## config.mk

```make
export PLATFORM = sky130hd
export DESIGN_NAME = pdr_regs_top
export DESIGN_NICKNAME = d
export VERILOG_FILES = /design/src/common/pdr_pkg.sv /design/src/logic/pdr_regs_top.sv
export VERILOG_INCLUDE_DIRS = /design/src /design/src/common
export SDC_FILE = /design/constraint.sdc
export NUM_CORES = 1
export LEC_CHECK = 0
export CAP_MARGIN = 20
export CORE_MARGIN = 1.5
export CORE_UTILIZATION = 35
export DETAILED_ROUTE_END_ITERATION = 8
export DONT_BUFFER_PORTS = 1
export PLACE_DENSITY_LB_ADDON = 0.3
export SYNTH_ARGS = -nofsm -noshare
export SYNTH_HDL_FRONTEND = slang
export SYNTH_SLANG_ARGS = --single-unit
```

## constraint.sdc

```tcl
create_clock -name pclk -period 1.8 [get_ports pclk]
set_clock_uncertainty 0.15 [all_clocks]
set_input_delay 0.09 -clock pclk [delete_from_list [all_inputs] [get_ports pclk]]
set_output_delay 0.09 -clock pclk [all_outputs]
set_load 0.02 [all_outputs]
```

## src/common/pdr_regs.svh

```systemverilog
`ifndef PDR_REGS_SVH
`define PDR_REGS_SVH
// Register word indices and byte addresses
`define PDR_IDX_RATIOS 8'h19
`define PDR_IDX_PWRDN 8'h1a
`define PDR_IDX_REFFUSE 8'h1b
`define PDR_ADDR_RATIOS 12'h064
`define PDR_ADDR_PWRDN 12'h068
`define PDR_ADDR_REFFUSE 12'h06c
// Reset values
`define PDR_RST_RATIOS 16'h0440
`define PDR_RST_PWRDN 16'h0020
`define PDR_RST_REFFUSE 16'h0000
`define PDR_RST_M_RATIO 8'h04
`define PDR_RST_N_RATIO 5'h05
// Field positions, loop divider ratios
`define PDR_M_HI 15
`define PDR_M_LO 8
`define PDR_M_DOUBLE 15
`define PDR_N_HI 7
`define PDR_N_LO 4
`define PDR_VTRIM_HI 3
`define PDR_VTRIM_LO 2
// Field positions, power-down controls
`define PDR_BAND_HI 15
`define PDR_BAND_LO 10
`define PDR_BIAS_BIT 7
`define PDR_TSENSE_BIT 6
`define PDR_LOOP_BIT 5
`define PDR_CLKRX_BIT 4
`define PDR_CHA_BIT 3
`define PDR_CHB_BIT 2
`define PDR_CHC_BIT 1
`define PDR_CHD_BIT 0
// Field positions, reference and fuse control
`define PDR_EXTREF_BIT 15
`define PDR_FUSE_BIT 11
`endif

```

## src/common/pdr_pkg.sv

```systemverilog
`default_nettype none
package pdr_pkg;
	typedef logic [15:0] pdr_word_t;
	typedef logic [7:0] pdr_mratio_t;
	typedef logic [4:0] pdr_nratio_t;
	typedef enum logic [1:0]
	{
		PDR_SEL_NONE = 2'b00,
		PDR_SEL_RATIOS = 2'b01,
		PDR_SEL_PWRDN = 2'b10,
		PDR_SEL_REFFUSE = 2'b11
	} pdr_sel_e;
endpackage : pdr_pkg
`default_nettype wire

```

## src/logic/pdr_regs_top.sv

```systemverilog
`include "pdr_regs.svh"
`default_nettype none
// Function
// - Top multiplier bit clear: M ratio equals low seven bits, legal 4 to 127.
// - Top multiplier bit set: M ratio is twice low seven bits, 8 to 254.
// - Four-bit reference divider code in bits 7:4 gives N equal code plus one.
// - Multiplier register resets to 0x0440.
// - Power-down bits 15:10 hold six-bit coarse oscillator band, reset zero.
// - Bit 7 set holds bias amplifier asleep.
// - Bit 6 set switches temperature monitor off.
// - Bit 5 set keeps clock loop asleep; resets to one.
// - Bit 4 set powers down clock receiver and sync strobe receiver.
// - Bits 3 to 0 put channels A, B, C, D asleep independently.
// - Power-down register resets to 0x0020.
// - Reference bit 15 selects internal (0) or outside (1) reference.
// - Reference bit 11 set powers down fuse bank; resets zero.
module pdr_regs_top
(
	// Clock, reset, enable
	input wire logic pclk,
	input wire logic presetn,
	input wire logic clk_en,
	// APB slave
	input wire logic psel,
	input wire logic penable,
	input wire logic pwrite,
	input wire logic [11:0] paddr,
	input wire logic [31:0] pwdata,
	input wire logic [3:0] pstrb,
	output logic [31:0] prdata,
	output logic pready,
	output logic pslverr,
	// Loop divider controls
	output pdr_pkg::pdr_mratio_t loop_m_ratio,
	output logic loop_m_invalid,
	output pdr_pkg::pdr_nratio_t loop_n_ratio,
	output logic [1:0] osc_bias_trim,
	output logic [5:0] osc_coarse_band,
	// Power-down controls
	output logic bias_amp_powerdown,
	output logic temp_monitor_powerdown,
	output logic clock_loop_powerdown,
	output logic clock_receiver_powerdown,
	output logic sync_strobe_receiver_powerdown,
	output logic channel_a_powerdown,
	output logic channel_b_powerdown,
	output logic channel_c_powerdown,
	output logic channel_d_powerdown,
	// Reference and fuse controls
	output logic external_reference_select,
	output logic fuse_bank_powerdown
);
	import pdr_pkg::*;

	// ----------------------------------------
	// Helpers
	// ----------------------------------------
	// Merge write data into a word under the two low byte strobes
	function automatic pdr_word_t merge_bytes(input pdr_word_t old_w, input logic [15:0] wd, input logic [1:0] be);
		pdr_word_t r;
		r = old_w;
		if (be[0])
		begin
			r[7:0] = wd[7:0];
		end
		if (be[1])
		begin
			r[15:8] = wd[15:8];
		end
		return r;
	endfunction : merge_bytes

	// M ratio from the multiplier field
	function automatic pdr_mratio_t m_ratio(input logic [7:0] f);
		pdr_mratio_t r;
		if (f[7])
		begin
			r = {f[6:0], 1'b0};
		end
		else
		begin
			r = {1'b0, f[6:0]};
		end
		return r;
	endfunction : m_ratio

	// Codes below 4 in the low seven bits give no legal M in either mode
	function automatic logic m_code_invalid(input logic [7:0] f);
		logic r;
		r = (f[6:0] < 7'h04);
		return r;
	endfunction : m_code_invalid

	// N ratio is the four-bit code plus one
	function automatic pdr_nratio_t n_ratio(input logic [3:0] c);
		pdr_nratio_t r;
		r = {1'b0, c} + 5'h01;
		return r;
	endfunction : n_ratio

	// Read view of the selected register, zero when nothing is selected
	function automatic pdr_word_t read_word(input pdr_sel_e s, input pdr_word_t rat_w, input pdr_word_t pwd_w,
		input pdr_word_t ref_w);
		pdr_word_t r;
		if (s == PDR_SEL_RATIOS)
		begin
			r = rat_w;
		end
		else if (s == PDR_SEL_PWRDN)
		begin
			r = pwd_w;
		end
		else if (s == PDR_SEL_REFFUSE)
		begin
			r = ref_w;
		end
		else
		begin
			r = 16'h0000;
		end
		return r;
	endfunction : read_word

	// ----------------------------------------
	// Register state
	// ----------------------------------------
	pdr_word_t ratios_reg;
	pdr_word_t ratios_next;
	pdr_word_t pwrdn_reg;
	pdr_word_t pwrdn_next;
	pdr_word_t reffuse_reg;
	pdr_word_t reffuse_next;
	logic [31:0] prdata_reg;
	logic [31:0] prdata_next;
	logic pslverr_reg;
	logic pslverr_next;
	pdr_sel_e sel;
	logic access;
	logic setup;
	// Decoded loop divider values, registered
	pdr_mratio_t m_ratio_reg;
	pdr_mratio_t m_ratio_next;
	logic m_invalid_reg;
	logic m_invalid_next;
	pdr_nratio_t n_ratio_reg;
	pdr_nratio_t n_ratio_next;

	// ----------------------------------------
	// Address decode and next state
	// ----------------------------------------
	always_comb
	begin
		if (paddr == `PDR_ADDR_RATIOS)
		begin
			sel = PDR_SEL_RATIOS;
		end
		else if (paddr == `PDR_ADDR_PWRDN)
		begin
			sel = PDR_SEL_PWRDN;
		end
		else if (paddr == `PDR_ADDR_REFFUSE)
		begin
			sel = PDR_SEL_REFFUSE;
		end
		else
		begin
			sel = PDR_SEL_NONE;
		end
	end

	// ----------------------------------------
	// Register writes and read capture
	// ----------------------------------------
	// Writes land at the access edge; a low clock enable refuses them
	assign access = psel & penable & clk_en;
	assign setup = psel & ~penable;

	always_comb
	begin
		ratios_next = ratios_reg;
		pwrdn_next = pwrdn_reg;
		reffuse_next = reffuse_reg;
		prdata_next = 32'h0000_0000;
		pslverr_next = 1'b0;
		// Read data and the error flag are taken at the setup edge, so they leave flip-flops in the access phase
		if (setup)
		begin
			pslverr_next = (sel == PDR_SEL_NONE);
			if (!pwrite)
			begin
				prdata_next = {16'h0000, read_word(sel, ratios_reg, pwrdn_reg, reffuse_reg)};
			end
		end
		// Only a mapped write changes a register
		if (access && pwrite)
		begin
			case (sel)
				PDR_SEL_RATIOS:
				begin
					ratios_next = merge_bytes(ratios_reg, pwdata[15:0], pstrb[1:0]);
				end
				PDR_SEL_PWRDN:
				begin
					pwrdn_next = merge_bytes(pwrdn_reg, pwdata[15:0], pstrb[1:0]);
				end
				PDR_SEL_REFFUSE:
				begin
					reffuse_next = merge_bytes(reffuse_reg, pwdata[15:0], pstrb[1:0]);
				end
				default:
				begin
					// Unmapped: nothing is stored
					ratios_next = ratios_reg;
				end
			endcase
		end
	end

	always_ff @(posedge pclk or negedge presetn)
	begin
		if (!presetn)
		begin
			ratios_reg <= `PDR_RST_RATIOS;
			pwrdn_reg <= `PDR_RST_PWRDN;
			reffuse_reg <= `PDR_RST_REFFUSE;
			prdata_reg <= 32'h0000_0000;
			pslverr_reg <= 1'b0;
		end
		else if (clk_en)
		begin
			ratios_reg <= ratios_next;
			pwrdn_reg <= pwrdn_next;
			reffuse_reg <= reffuse_next;
			prdata_reg <= prdata_next;
			pslverr_reg <= pslverr_next;
		end
	end

	// ----------------------------------------
	// Loop divider decode, registered beside its source
	// ----------------------------------------
	// Decoded from the next register value so both move at the same edge
	// Invalid M codes are only flagged; the divider value is passed on unchanged
	always_comb
	begin
		m_ratio_next = m_ratio(ratios_next[`PDR_M_HI:`PDR_M_LO]);
		m_invalid_next = m_code_invalid(ratios_next[`PDR_M_HI:`PDR_M_LO]);
		n_ratio_next = n_ratio(ratios_next[`PDR_N_HI:`PDR_N_LO]);
	end

	always_ff @(posedge pclk or negedge presetn)
	begin
		if (!presetn)
		begin
			m_ratio_reg <= `PDR_RST_M_RATIO;
			m_invalid_reg <= 1'b0;
			n_ratio_reg <= `PDR_RST_N_RATIO;
		end
		else if (clk_en)
		begin
			m_ratio_reg <= m_ratio_next;
			m_invalid_reg <= m_invalid_next;
			n_ratio_reg <= n_ratio_next;
		end
	end

	// ----------------------------------------
	// APB answer
	// ----------------------------------------
	// Zero-wait: the access phase completes at its first edge
	assign pready = 1'b1;
	assign prdata = prdata_reg;
	// The error flag is gated so that it stands only in the access phase
	assign pslverr = psel & penable & pslverr_reg;

	// ----------------------------------------
	// Control outputs
	// ----------------------------------------
	// Divider values come from their own flip-flops, the rest straight from register bits
	assign loop_m_ratio = m_ratio_reg;
	assign loop_m_invalid = m_invalid_reg;
	assign loop_n_ratio = n_ratio_reg;
	assign osc_bias_trim = ratios_reg[`PDR_VTRIM_HI:`PDR_VTRIM_LO];
	assign osc_coarse_band = pwrdn_reg[`PDR_BAND_HI:`PDR_BAND_LO];
	assign bias_amp_powerdown = pwrdn_reg[`PDR_BIAS_BIT];
	assign temp_monitor_powerdown = pwrdn_reg[`PDR_TSENSE_BIT];
	assign clock_loop_powerdown = pwrdn_reg[`PDR_LOOP_BIT];
	assign clock_receiver_powerdown = pwrdn_reg[`PDR_CLKRX_BIT];
	assign sync_strobe_receiver_powerdown = pwrdn_reg[`PDR_CLKRX_BIT];
	assign channel_a_powerdown = pwrdn_reg[`PDR_CHA_BIT];
	assign channel_b_powerdown = pwrdn_reg[`PDR_CHB_BIT];
	assign channel_c_powerdown = pwrdn_reg[`PDR_CHC_BIT];
	assign channel_d_powerdown = pwrdn_reg[`PDR_CHD_BIT];
	assign external_reference_select = reffuse_reg[`PDR_EXTREF_BIT];
	assign fuse_bank_powerdown = reffuse_reg[`PDR_FUSE_BIT];

	logic unused_ok;
	assign unused_ok = &{1'b0, pwdata[31:16], pstrb[3:2]};
endmodule : pdr_regs_top
`default_nettype wire

```

After elaboration in Yosys (flattened, before gate mapping)
Cells that the tools add are included.

Bits of input ports: 54. Memories: 0. Latch bits: 0. Bits in writable memories: 0. Bits in read-only memories: 0. Register bits after elaboration: 95.

Multiply operators: 0. Add/sub/neg operators: 1. Shift-type cells: 0. Eq/ne operators: 6. Bitwise logic cells: 5. Divide/modulo/power cells: 0. Magnitude comparators: 1. Multiplexer cells: 14. Reductions and logical operators: 7.

Operators with widths (count): $mux W16 (7); $eq A12 B7 Y1 const B (3); $mux W8 (3); $reduce_and A4 Y1 (5); $lt A7 B3 Y1 const B (1); $mux W2 (3); $add A4 B1 Y5 const B (1); $and A1 B1 Y1 (4); $eq A2 B2 Y1 const B (2); $eq A2 B1 Y1 const B (1); $logic_not A2 Y1 (1); $logic_and A1 B1 Y1 (1); $mux W1 (1); $not A1 Y1 (1).

Logic depth before layout (Yosys ltp)
Depth in word-level cells: 10. Gate-level depth with buffers: 7. Depth with buffers taken out: 7.

Least setup slack after synthesis
No wires, ideal clock.

Path type: input-to-reg. Start: input port paddr[9]. End: register n_ratio_reg[4], in the netlist loop_n_ratio[4]. Arrival time: 1.892 ns. Stages on the path: 7. Data required time: 1.530 ns. Slack: -0.362 ns. Buffers on the path: 0. Cell sequence: nor4_4 -> nand4_4 -> nor2_2 -> mux2_2 -> ha_1 -> o21a_1 -> a31o_2.

Longest elaborated chain between the ends: 8. Elaborated cells on any way between the ends: 10. Classes of those cells: add/sub (1); eq/ne (4); mux (5).

Ends and longest elaborated chain: start: declaration (line pdr_regs_top.sv:27) `input wire logic [11:0] paddr,`; $eq A12 B7 Y1 (no source line); $mux W2 (line pdr_regs_top.sv:161) `` else if (paddr == `PDR_ADDR_REFFUSE) ``; $mux W2 (line pdr_regs_top.sv:157) `` else if (paddr == `PDR_ADDR_PWRDN) ``; $mux W2 (*) (line pdr_regs_top.sv:153) `` if (paddr == `PDR_ADDR_RATIOS) ``; $eq A2 B1 Y1 (*) (line pdr_regs_top.sv:197) `case (sel)`; $mux W16 (*) (line pdr_regs_top.sv:197); $mux W16 (*) (line pdr_regs_top.sv:195) `if (access && pwrite)`; via ratios_next[4] (line pdr_regs_top.sv:128) `pdr_word_t ratios_next;`; $add A4 B1 Y5 (*) (line pdr_regs_top.sv:97) `r = {1'b0, c} + 5'h01;`; end signal: assignment (line pdr_regs_top.sv:257) `` n_ratio_reg <= `PDR_RST_N_RATIO; ``; end signal: assignment (line pdr_regs_top.sv:263) `n_ratio_reg <= n_ratio_next;`; end: declaration (line pdr_regs_top.sv:145) `pdr_nratio_t n_ratio_reg;`.

Mark *: on every way through the listed nets, which the timed path passes. The rest lies on a longest branch. A chain may end at the register's enable or synchronous reset.

Worst setup path in the final report
Start: input port pstrb[0]. End: register n_ratio_reg[2], in the netlist loop_n_ratio[2].

Longest elaborated chain between the ends: 4.

Ends and longest elaborated chain: start: declaration (line pdr_regs_top.sv:29) `input wire logic [3:0] pstrb,`; $mux W8 (line pdr_regs_top.sv:62) `if (be[0])`; $mux W16 (line pdr_regs_top.sv:197); $mux W16 (line pdr_regs_top.sv:195); via ratios_next[4] (line pdr_regs_top.sv:128); $add A4 B1 Y5 (line pdr_regs_top.sv:97).

The timed path passes the listed nets, and every way through them passes these cells.

==> out/metrics.csv <==
stage;metric;value;unit
run_status;status;finished with violations;
run_status;failing checks;negative hold slack;
pwr;Sw Share;21.9;%
timing;Slew Limit Fails;0;
cells_and_area;antenna cell count;0;
floorplan;DIE AREA;12000;um^2
clock_network;setup repair bufs after CTS;0;
global_routing;first-pass GRT wire length;15400;um
cells_and_area;fin nets;410;
critical_path;critical path peak fanout;4;
clock_network;worst-skew pair later-pin latency;340;ps
clock_network;TritonCTS Buffers;9;
pwr;Pleak;2.18;nW
synthesis;cell area after synthesis;3970;um^2
synthesis;Yosys top cell area share;46.0;%
pwr;clock power share;46.0;%
clock_network;H-tree depth;3;
clock_network;hold buffers post-CTS;24;
synthesis;FFs w/ async S/R, synth;100;%
cells_and_area;share of layout cells above drive strength 1;32.5;%
pwr;sequential fraction of design power;49.2;%
global_routing;vias in the first global route;2725;
route;Wirelength per Cell;19.6;um
critical_path;R2R Path End;prdata[7]$_DFFE_PN0P_;
global_routing;GRT Residual Overflow;0;
timing;endpoints failing hold;79;
global_routing;GRT Util Overall;17.7;%
global_routing;M3 GR Usage;5.28;%
synthesis;EDFF count, synth;0;
clock_network;Clock Tree Buf Depth;2;
route;via-per-instance ratio;5.16;
cells_and_area;Final Util;43.1;%
hold_path;worst hold path class;input pin to asynchronous set/reset pin;
synthesis;Area contributors post-synth;dfrtp_1, mux2_2, mux2i_1;
route;vias post-DR;2580;
synthesis;Post-synth top flop;dfrtp_1;
synthesis;FF+latch count, synth;79;
floorplan;Initial Utilization;36.3;%
critical_path;Startpoint Class;input pin;
critical_path;reg2reg setup slack;130;ps
cells_and_area;Layout area overhead;18.8;%
timing;RSZ-0062 raised after global routing;no;
critical_path;Critical R2R Launch;pwrdn_reg[7]$_DFFE_PN0P_;
clock_network;CTS tree;yes;
route;Detailed Routing Iterations Pass 1;4;
placed_design;GPL Wtd Cong;0.773;
pwr;VDD IR max;0.000348;V
floorplan;Core Rows;38;
pwr;Internal Pwr Total;2.85;mW
synthesis;Yosys warnings;0;
run;max-cap violation count;0;
route;DR iter-0 viols;124;
critical_path;crit end category;flip-flop;
synthesis;Synth cell types;45;
timing;max_slew headroom;34.2;%
timing;Setup violations, final;0;
placed_design;Detail Placement HPWL;6600;um
critical_path;Setup CP Type;input pin to flip-flop;
clock_network;clock-pin transition on the worst setup and hold timing paths;60;ps
synthesis;Synth area leader;dfrtp_1;
critical_path;CP arrival;1790;ps
synthesis;top post-synthesis cells by count;dfrtp_1, mux2_2, mux2i_1, buf_4, nor2_1;
global_routing;met1 GRT Util;23.8;%
placed_design;Port Buffers;0;
timing;Slew @ Worst Pin;988;ps
critical_path;worst r2r path cells;5;
critical_path;Required @ worst endpoint;1900;ps
timing;Fmax achieved;592;MHz
route;ANT nets after route;0;
global_routing;met2 Use GR;26.2;%
synthesis;Synth Area per Inst;12.5;um^2
pwr;PD cells;774;nW/um^2
placed_design;Setup WS pre-CTS;-124;ps
synthesis;post-synthesis cell count;317;
synthesis;most frequent cell after synthesis;dfrtp_1;
global_routing;largest net degree at the start of global routing;80;
pwr;combinational share of power;4.7;%
route;Routed WL;9780;um
timing;worst setup margin;109;ps
global_routing;GRT busiest layer;met2;
pwr;Switching Power;0.799;mW
floorplan;Die Width;110;um
route;drt drc;0;
synthesis;post-synthesis sequential area ratio;50.0;%
timing;Hold Slack;-706;ps
timing;Final Cycle Share;93.9;%
floorplan;Ports;121;
clock_network;CTS Sinks;79;
floorplan;Core ar.;10900;um^2
timing;Tmin final;1690;ps
global_routing;initial antenna violation count;0;
floorplan;Chip Height;110;um
clock_network;CTS root buf;clkbuf_16;
## power by group through the flow
stage / clock network, mW / logic, mW / registers, mW
after detailed placement: 0 / 0.0999 / 1.83
after global placement: 0 / 0.0983 / 1.83
after global routing: 1.79 / 0.189 / 1.80
after CTS: 1.73 / 0.173 / 1.80
after floorplan: 0 / 0.127 / 1.83
final: 1.68 / 0.173 / 1.80
## worst max-delay path by stage
stage / slack (ps) / startpoint / cells past startpoint / endpoint
detailed placement: -120 / paddr[10] / 7 / loop_n_ratio[2]$_DFFE_PN1P_
global route: 30 / pstrb[0] / 7 / loop_n_ratio[2]$_DFFE_PN1P_
CTS: 30 / paddr[2] / 5 / prdata[13]$_DFFE_PN0P_
floorplan: -230 / paddr[10] / 6 / loop_n_ratio[1]$_DFFE_PN0P_
global placement: -60 / paddr[10] / 7 / loop_n_ratio[3]$_DFFE_PN0P_
finish: 110 / pstrb[0] / 7 / loop_n_ratio[2]$_DFFE_PN1P_
## metal layers
metal | vias up | wire length [um]
li1 | 1185 | -
met1 | 1304 | 4390
met2 | 78 | 4480
met3 | 13 | 728
met4 | 0 | 185
met5 | - | 0
## area by class of cell
type | count | area (um^2)
fillers | 1031 | 6220
inverters | 4 | 15.0
flip-flops and latches | 79 | 1980
repair buffers | 51 | 470
well taps | 140 | 175
clock buffers | 12 | 256
clock inverters | 4 | 20.0
multi-input cells | 210 | 1800
## worst max-delay path: stages
cell,delay [ps]
dlygate4sd3_1,540
nand2_1,110
nor2_4,170
mux2_4,340
ha_4,160
o21a_1,110
o31ai_2,270
## kinds of logic (layout without fill, tap and decap cells)
kind of cell             after synthesis  after routing  share of synthesized area, %
multiplexers                          90             90                          25.1
flip-flops                            79             79                          50.0
AND/OR/NAND/NOR                       56             56                          9.23
AO/OA/AOI/OAI                         46             46                          8.13
buffers and inverters                 43             71                          7.09
other                                  2             17                         0.189
adder cells (fa/ha/maj)                1              1                         0.315
## placed cells by master (no fill, tap or decap), types with 2 or more instances in the layout
master	synthesis	layout
nor3_4	2	2
nor2_4	1	2
and4_1	2	2
dfstp_2	6	6
clkbuf_16	0	9
mux2i_1	37	37
clkinv_2	0	4
dfrtp_1	73	73
mux2_4	8	11
o21ai_0	2	2
buf_12	0	2
clkbuf_8	0	2
nand4_4	2	2
and3_1	2	2
buf_4	27	25
inv_1	3	3
nor2_1	19	19
o2bb2ai_1	16	16
nand3_1	4	4
a21oi_1	17	17
mux2_2	45	42
nor3_1	2	2
nor2b_1	3	3
o31ai_1	3	2
dlygate4sd3_1	0	23
nand2_1	8	8
nor4_1	2	2
conb_1	2	17
a31o_2	2	2
## metrics by stage
stage / instances / setup TNS, ps / hold WS [ps] / power [mW] / instance area (um^2)
after floorplan: 332 / -658 / -356 / 1.95 / 4060
after global placement: 460 / -407 / -354 / 1.93 / 4190
after detailed placement: 460 / -758 / -354 / 1.93 / 4190
after CTS: 500 / 0 / -717 / 3.70 / 4710
after global routing: 500 / 0 / -715 / 3.77 / 4720
final: 500 / 0 / -706 / 3.65 / 4720
## timing repair
action / 4_1_cts / 5_1_grt
resized for setup: 0 / 2
endpoints found under the hold margin: 157 / 79
endpoints found under the setup margin: 0 / 14
Note: power is estimated with default switching activity, not from simulation.
